<file path="config.mk">
export PLATFORM = sky130hd
export DESIGN_NAME = i2c_iface_csum_addr_regs
export DESIGN_NICKNAME = d
export VERILOG_FILES = /design/src/core/regs_pkg.sv /design/src/core/crc_byte_step.sv /design/src/core/i2c_iface_csum_addr_regs.sv
export VERILOG_INCLUDE_DIRS = /design/src /design/src/core
export SDC_FILE = /design/constraint.sdc
export NUM_CORES = 1
export LEC_CHECK = 0
export BUFFER_PORTS_ARGS = -buffer_cell sky130_fd_sc_hd__buf_2
export CAP_MARGIN = 20
export CORE_AREA = 4 4 94 96
export DETAILED_ROUTE_END_ITERATION = 7
export DIE_AREA = 0 0 98 100
export GPL_TIMING_DRIVEN = 0
export PLACE_DENSITY = 0.72
export SLEW_MARGIN = 15
export SYNTH_ARGS = -nofsm -noshare
export SYNTH_HDL_FRONTEND = slang
export SYNTH_SLANG_ARGS = --single-unit
</file>
<file path="constraint.sdc">
create_clock -name clk -period 4.55 [get_ports clk]
set_input_delay 0.6825 -clock clk [delete_from_list [all_inputs] [get_ports clk]]
set_output_delay 0.6825 -clock clk [all_outputs]
set_load 0.01 [all_outputs]
</file>
<file path="src/core/regs_consts.svh">
// Offsets, field positions, reset values and CRC constants of the capability/CRC/address registers
// Summary of operation
// RQ1 - Capability bits 8:7 report family code 01 (current family), read only.
// RQ2 - Capability bits 6:4 report interface revision 000, read only.
// RQ3 - Capability bits 3:0 report interface kind 0010, FIFO over the serial bus.
// RQ4 - Enable register bit 0 turns checksum on when 1; resets to 0.
// RQ5 - Reserved bits 7:1 of enable and 14:7 of address register read zero.
// RQ6 - Enable writes are accepted once power-on initialization has completed.
// RQ7 - Enable writes are accepted in the Idle or Ready command state.
// RQ8 - Enable writes may be ignored in Reception, Execution or Completion state.
// RQ9 - 16-bit read-only checksum register, default zero, holds last command/response CRC.
// RQ10 - CRC: poly 0x1021, init 0, reflected in and out, final XOR 0.
// RQ11 - "123456789" gives 0x8921; read at 0x44 returns low byte first.
// RQ12 - "1122334455" gives 0xD367, read back as 0x67 then 0xD3.
// RQ13 - With checksum on, CRC covers every byte of each received command.
// RQ14 - With checksum on, CRC covers every byte of each transmitted response.
// RQ15 - Command CRC is updated after the last byte, before expect falls.
// RQ16 - Command CRC holds from the fall of expect until execute go.
// RQ17 - Response CRC is updated after last byte read, before response-available falls.
// RQ18 - Response CRC holds from response-available fall until command ready written.
// RQ19 - Address register bits 6:0 hold the bus address in use, default 0x2E.
// RQ20 - A newly written bus address takes effect from the next master access.
// RQ21 - Write-only bit 15 set keeps the address across reset; clear makes it volatile.
// RQ22 - Host resolves conflicts writing with persistence set, clear for one power cycle.
// RQ23 - Reserved write bits are ignored; checksum is frozen while calculation is off.
// RQ24 - Capability bits 28:27 report address-change method 11, standard register mechanism.
`ifndef REGS_CONSTS_SVH
`define REGS_CONSTS_SVH

`define CAP_OFFSET 8'h30
`define ADDR_OFFSET 8'h38
`define CRC_EN_OFFSET 8'h40
`define CRC_OFFSET 8'h44

`define FAMILY_MSB 8
`define FAMILY_LSB 7
`define FAMILY_VAL 2'h1
`define REV_MSB 6
`define REV_LSB 4
`define REV_VAL 3'h0
`define KIND_MSB 3
`define KIND_LSB 0
`define KIND_VAL 4'h2
`define METHOD_MSB 28
`define METHOD_LSB 27
`define METHOD_VAL 2'h3

`define CRC_ON_POS 0
`define CRC_ON_RESET 1'h0
`define CRC_POLY 16'h1021
`define CRC_INIT 16'h0000
`define CRC_XOROUT 16'h0000
`define CRC_RESET 16'h0000

`define ID_MSB 6
`define ID_RESET 7'h2e
`define KEEP_POS 15

`endif

</file>
<file path="src/core/regs_pkg.sv">
// Types shared by the capability, checksum and bus-address register logic
package regs_pkg;

  typedef struct packed {
    logic wr;
    logic rd;
    logic [7:0] addr;
    logic [31:0] wdata;
  } reg_req_t;

  typedef struct packed {
    logic valid;
    logic [7:0] data;
  } byte_evt_t;

  typedef struct packed {
    logic expect_more;
    logic response_available;
    logic execute_go;
    logic command_ready_bit;
  } handshake_t;

  typedef enum logic [4:0] {
    st_idle = 5'h01,
    st_ready = 5'h02,
    st_reception = 5'h04,
    st_execution = 5'h08,
    st_completion = 5'h10
  } cmd_state_t;

endpackage

</file>
<file path="src/core/crc_byte_step.sv">
// One byte step of the reflected 16-bit CRC
`timescale 1ns/10ps
`include "regs_consts.svh"
module crc_byte_step (
  input wire logic [15:0] crc_in,
  input wire logic [7:0] data_in,
  output logic [15:0] crc_out
);

  function automatic logic [15:0] reflect16(input logic [15:0] v);
    logic [15:0] r;
    r = 16'h0000;
    for (int i = 0; i < 16; i++) begin
      r[i] = v[15 - i];
    end
    return r;
  endfunction

  localparam logic [15:0] POLY_REFL = reflect16(`CRC_POLY);

  logic [15:0] stage [0:8];

  // Reflected input: the byte enters at the low end and shifts right
  assign stage[0] = crc_in ^ {8'h00, data_in}; // RQ10

  genvar g;
  generate
    for (g = 0; g < 8; g++) begin : g_bit
      assign stage[g + 1] = stage[g][0] ? ((stage[g] >> 1) ^ POLY_REFL) : (stage[g] >> 1); // RQ10
    end
  endgenerate

  assign crc_out = stage[8];

endmodule

</file>
<file path="src/core/i2c_iface_csum_addr_regs.sv">
// Capability, checksum enable, checksum and bus-address registers of the serial-bus interface
`timescale 1ns/10ps
`include "regs_consts.svh"
module i2c_iface_csum_addr_regs (
  input wire logic clk,
  input wire logic reset_n,
  input wire regs_pkg::reg_req_t reg_req,
  input wire logic txn_end,
  input wire logic init_done,
  input wire regs_pkg::cmd_state_t cmd_state,
  input wire regs_pkg::handshake_t hs,
  input wire regs_pkg::byte_evt_t cmd_byte,
  input wire regs_pkg::byte_evt_t rsp_byte,
  input wire logic [6:0] nv_id,
  input wire logic nv_id_valid,
  output logic [31:0] rd_data,
  output logic rd_valid,
  output logic [6:0] target_id,
  output logic nv_store,
  output logic [6:0] nv_store_id,
  output logic crc_on
);
  import regs_pkg::*;

  logic [31:0] rd_data_q;
  logic [31:0] rd_data_d;
  logic rd_valid_q;
  logic crc_on_q;
  logic [15:0] crc_q;
  logic [15:0] crc_run_q;
  logic [15:0] crc_next;
  logic [7:0] step_byte;
  logic step_ok;
  logic cmd_hold_q;
  logic rsp_hold_q;
  logic expect_prev_q;
  logic avail_prev_q;
  logic [6:0] target_id_q;
  logic [6:0] pend_id_q;
  logic pend_q;
  logic loaded_q;
  logic nv_store_q;
  logic [6:0] nv_store_id_q;
  logic wr_en_reg;
  logic wr_addr_reg;
  logic en_write_ok;
  logic expect_fall;
  logic avail_fall;
  logic [31:0] cap_word;

  assign rd_data = rd_data_q;
  assign rd_valid = rd_valid_q;
  assign target_id = target_id_q;
  assign nv_store = nv_store_q;
  assign nv_store_id = nv_store_id_q;
  assign crc_on = crc_on_q;

  // Capability word: only the identification and address-method fields are non-zero
  always_comb begin
    cap_word = 32'h0000_0000;
    cap_word[`FAMILY_MSB:`FAMILY_LSB] = `FAMILY_VAL; // RQ1
    cap_word[`REV_MSB:`REV_LSB] = `REV_VAL; // RQ2
    cap_word[`KIND_MSB:`KIND_LSB] = `KIND_VAL; // RQ3
    cap_word[`METHOD_MSB:`METHOD_LSB] = `METHOD_VAL; // RQ24
  end

  // Register read path; unmapped offsets read as zero
  always_comb begin
    rd_data_d = 32'h0000_0000;
    unique case (reg_req.addr)
      `CAP_OFFSET: rd_data_d = cap_word;
      `CRC_EN_OFFSET: rd_data_d[`CRC_ON_POS] = crc_on_q; // RQ5
      `CRC_OFFSET: rd_data_d[15:0] = crc_q; // RQ9 RQ11 RQ12
      `ADDR_OFFSET: rd_data_d[`ID_MSB:0] = target_id_q; // RQ19 RQ5
      default: rd_data_d = 32'h0000_0000;
    endcase
  end

  always_ff @(posedge clk) begin
    if (!reset_n) begin
      rd_data_q <= 32'h0000_0000;
      rd_valid_q <= 1'b0;
    end else begin
      rd_valid_q <= reg_req.rd;
      if (reg_req.rd) begin
        rd_data_q <= rd_data_d;
      end
    end
  end

  assign wr_en_reg = reg_req.wr && (reg_req.addr == `CRC_EN_OFFSET);
  assign wr_addr_reg = reg_req.wr && (reg_req.addr == `ADDR_OFFSET);
  // A mid-command change of the enable would split a CRC, so those writes are dropped
  assign en_write_ok = init_done && (cmd_state == st_idle || cmd_state == st_ready); // RQ6 RQ7 RQ8

  always_ff @(posedge clk) begin
    if (!reset_n) begin
      crc_on_q <= `CRC_ON_RESET; // RQ4
    end else if (wr_en_reg && en_write_ok) begin
      crc_on_q <= reg_req.wdata[`CRC_ON_POS]; // RQ4 RQ23
    end
  end

  // Hold windows opened by the falling handshake flags
  assign expect_fall = expect_prev_q && !hs.expect_more;
  assign avail_fall = avail_prev_q && !hs.response_available;

  always_ff @(posedge clk) begin
    if (!reset_n) begin
      expect_prev_q <= 1'b0;
      avail_prev_q <= 1'b0;
    end else begin
      expect_prev_q <= hs.expect_more;
      avail_prev_q <= hs.response_available;
    end
  end

  // Set wins over clear so a fall that meets go or ready is not lost
  always_ff @(posedge clk) begin
    if (!reset_n) begin
      cmd_hold_q <= 1'b0;
    end else if (expect_fall) begin
      cmd_hold_q <= 1'b1; // RQ16
    end else if (hs.execute_go) begin
      cmd_hold_q <= 1'b0;
    end
  end

  always_ff @(posedge clk) begin
    if (!reset_n) begin
      rsp_hold_q <= 1'b0;
    end else if (avail_fall) begin
      rsp_hold_q <= 1'b1; // RQ18
    end else if (hs.command_ready_bit) begin
      rsp_hold_q <= 1'b0;
    end
  end

  // Command and response bytes never overlap; command bytes take precedence
  always_comb begin
    step_byte = rsp_byte.data;
    step_ok = rsp_byte.valid && !rsp_hold_q; // RQ14 RQ17 RQ18
    if (cmd_byte.valid) begin
      step_byte = cmd_byte.data;
      step_ok = !cmd_hold_q; // RQ13 RQ15 RQ16
    end
  end

  crc_byte_step u_step (
    .crc_in(crc_run_q),
    .data_in(step_byte),
    .crc_out(crc_next)
  );

  // Running value restarts at go (response begins) and at ready (next command begins)
  always_ff @(posedge clk) begin
    if (!reset_n) begin
      crc_run_q <= `CRC_INIT;
    end else if (hs.execute_go || hs.command_ready_bit) begin
      crc_run_q <= `CRC_INIT; // RQ10
    end else if (crc_on_q && step_ok) begin
      crc_run_q <= crc_next; // RQ13 RQ14
    end
  end

  // Visible value moves only on an accepted byte, so it holds through a restart
  // Shown byte-swapped: the first byte read out is the running remainder's high byte
  always_ff @(posedge clk) begin
    if (!reset_n) begin
      crc_q <= `CRC_RESET; // RQ9
    end else if (crc_on_q && step_ok && !hs.execute_go && !hs.command_ready_bit) begin
      crc_q <= {crc_next[7:0], crc_next[15:8]} ^ `CRC_XOROUT; // RQ11 RQ15 RQ17 RQ23
    end
  end

  // Persistent copy lives in external storage; it is read back once after reset
  always_ff @(posedge clk) begin
    if (!reset_n) begin
      loaded_q <= 1'b0;
    end else begin
      loaded_q <= 1'b1;
    end
  end

  always_ff @(posedge clk) begin
    if (!reset_n) begin
      pend_q <= 1'b0;
      pend_id_q <= `ID_RESET;
    end else if (wr_addr_reg) begin
      pend_q <= 1'b1;
      pend_id_q <= reg_req.wdata[`ID_MSB:0]; // RQ23
    end else if (txn_end) begin
      pend_q <= 1'b0;
    end
  end

  // New address applies at the end of the access that wrote it
  always_ff @(posedge clk) begin
    if (!reset_n) begin
      target_id_q <= `ID_RESET; // RQ19
    end else if (!loaded_q) begin
      if (nv_id_valid) begin
        target_id_q <= nv_id; // RQ21
      end
    end else if (pend_q && txn_end && !wr_addr_reg) begin
      target_id_q <= pend_id_q; // RQ20
    end
  end

  always_ff @(posedge clk) begin
    if (!reset_n) begin
      nv_store_q <= 1'b0;
      nv_store_id_q <= `ID_RESET;
    end else begin
      nv_store_q <= wr_addr_reg && reg_req.wdata[`KEEP_POS]; // RQ21
      if (wr_addr_reg && reg_req.wdata[`KEEP_POS]) begin
        nv_store_id_q <= reg_req.wdata[`ID_MSB:0];
      end
    end
  end
endmodule

</file>
==> impl_metrics.json <==
{
  "core_sq_um": 8051,
  "post_layout_nonfiller_instances": 579,
  "critPathLaunchType": "primary input",
  "ys_ff_latch": 79,
  "gp_congestion": 0.8701,
  "die_w_um": 98,
  "synth_seq_area_share": 0.4532,
  "drtIter0Drc": 163,
  "overflow": 0,
  "crit_required_ps": 4780,
  "tightest_slew_ps": 808.0,
  "min_to": "pend_id_q[0]",
  "layout_common_cells": "94 x buf_2, 79 x dfxtp_1, 31 x nand3_1",
  "p_leak_uw": 0.002050,
  "final_common_cell": "buf_2",
  "cts-resized-gates": 0,
  "grt_antenna_before_repair": 0,
  "min_path_type": "register to register",
  "drive_gt1_frac": 0.3017,
  "cts_tree": "built",
  "max_freq_mhz": 465.4,
  "finalMaxSlewViolations": 0,
  "crit_path_max_fanout": 7,
  "cts_buffer_depth": 2,
  "multi_input_area_sq_um": 1727,
  "initial_core_util": 0.4334,
  "htree_levels": 3,
  "vdd_drop_max_v": 0.0001770,
  "drt_drc_violations_left": 0,
  "crit_path_end_kind": "register",
  "netlist_instances": 355,
  "nNetsFinal": 550,
  "antenna_left": 0,
  "area_growth_pct": 23.95,
  "period_needed_ps": 2149,
  "diodes": 0,
  "wl_mm": 8.475,
  "dr_total_vias": 2957,
  "clk_pin_slew_ps": 80,
  "r2r-end": "target_id[6]",
  "worstRegToRegCells": 6,
  "firstDrtPassIters": 4,
  "cts_made_buffers": 9,
  "ios": 130,
  "num_rows": 33,
  "fin_setup_tns_ps": 0,
  "clock_sinks": 79,
  "ys.warnings.count": 0,
  "nFillCells": 764,
  "finalCritPeriodShare": 0.4723,
  "r2r_start": "loaded_q",
  "whs_path_depth": 2,
  "synth_area_sq_um": 3490,
  "status": "finished clean",
  "hold_viol_final": 0,
  "die-area_sq_um": 9800,
  "grtUsageTotal": 0.1734,
  "place_inst": 563,
  "setup_viol": 0,
  "crit_path_start": "reg_req[34]",
  "synth-edff-count": 0,
  "avgSynthCellArea_sq_um": 9.830,
  "die_h_um": 100,
  "cts_setup_buffers": 0,
  "ys.flop_type": "dfxtp_1",
  "ff_latch_area_sq_um": 1582,
  "final.setup_skew_ps": 11.01,
  "whs_ps": 471.6,
  "reg2reg_slack_ps": 2510,
  "grt_max_degree": 16,
  "power_density_nw_per_um2": 317.9,
  "cts_root_buffer": "clkbuf_8",
  "maxCapViolCount": 0,
  "dp_hpwl_mm": 6.569,
  "wl_per_cell_um": 14.64,
  "grt_first_pass_wirelength_mm": 13.61,
  "max_slew_margin": 0.4564,
  "critPathKind": "primary input to register",
  "synth-async-reset-ratio": 0,
  "rsz0062_at_grt": "no",
  "worstPathArrival_ps": 2370,
  "grt_pass1_vias": 2789,
  "ys_types": 46,
  "hold_start": "pend_id_q[0]",
  "viasPerCell": 5.107,
  "hold_buffers": 0,
  "clk-insertion-delay-late_ps": 360,
  "io_buffer_count": 90
}
power breakdown:
part / switching (uW) / internal [uW] / total (uW)
combinational: 75.7 / 62.1 / 138
clock: 277 / 260 / 537
sequential: 3.57 / 697 / 701
total: 356 / 1020 / 1380
area by class of cell:
| class | count | share of cell area |
|---|---|---|
| clock inverter | 7 | 0.01880 |
| timing repair buffer | 90 | 0.1041 |
| tap | 105 | 0.03037 |
| sequential | 79 | 0.3656 |
| buffer | 38 | 0.04889 |
| clock buffer | 9 | 0.02864 |
| multi-input combinational | 246 | 0.3992 |
| inverter | 5 | 0.004339 |
per-layer routing:
layer,global-route usage,vias to the layer above,share of wire
met1,0.2357,1371,0.46
met2,0.2822,88,0.47
met3,0.02432,10,0.056
li1,-,1488,-
met5,0,-,0
met4,0.06390,0,0.016
stage by stage:
stage               area (sq um)    util  total power [uW]  worst slack, ps
floorplan                   3538       -             801.1             2479
global placement            4120  0.5117             853.1             2111
detailed placement          4120  0.5117             854.5             2045
CTS                         4325  0.5372              1383             2400
global route                4325  0.5372              1426             2212
finish                      4325  0.5372              1375             2401
worst max-delay path, cell delays in order:
cell and delay [ps]:
buf_2 130, nor3_1 490, and3_1 230, clkbuf_1 260
nand3_2 280, mux2i_1 230, nand2_1 70
kinds of logic (layout without fill, tap and decap cells):
kind of cell / count (synthesis) / count (layout) / share of synthesized area
AO/OA/AOI/OAI: 70 / 70 / 0.1581
AND/OR/NAND/NOR: 116 / 116 / 0.1764
other: 1 / 14 / 0.001075
XOR/XNOR: 18 / 18 / 0.06239
buffers and inverters: 43 / 149 / 0.06597
flip-flops: 79 / 79 / 0.4532
multiplexers: 28 / 28 / 0.08283
cells in the mapped netlist (5+ instances only):
| library cell | n | share of area |
|---|---|---|
| mux2i_1 | 25 | 0.072 |
| dfxtp_1 | 79 | 0.45 |
| a21oi_1 | 6 | 0.0086 |
| o211a_1 | 11 | 0.032 |
| o21ai_0 | 5 | 0.0072 |
| buf_4 | 15 | 0.032 |
| nor2_1 | 10 | 0.011 |
| and2_1 | 7 | 0.013 |
| inv_1 | 5 | 0.0054 |
| a211oi_1 | 7 | 0.015 |
| clkbuf_1 | 15 | 0.016 |
| and3_1 | 5 | 0.0090 |
| nand3_1 | 31 | 0.044 |
| nand4_1 | 5 | 0.0090 |
| nand2_1 | 30 | 0.032 |
| a31o_2 | 6 | 0.015 |
| xnor2_1 | 12 | 0.030 |
| nor2b_1 | 8 | 0.014 |
| a22o_1 | 19 | 0.048 |
worst max path at each step:
stage | endpoint | slack, ps
2_1_floorplan | crc_q[10] | 2480
3_3_place_gp | rd_data[14] | 2110
3_5_place_dp | nv_store_id[2] | 2050
4_1_cts | nv_store_id[2] | 2400
5_1_grt | rd_data[11] | 2210
6_report | nv_store_id[2] | 2400
registers in the layout, indices dropped and copies added, names as in the netlist, 7 cells and up:
signal       count
crc_q           16
nv_store_id      7
rd_data         17
crc_run_q       16
target_id        7
pend_id_q        7
Note: power is estimated with default switching activity, not from simulation.
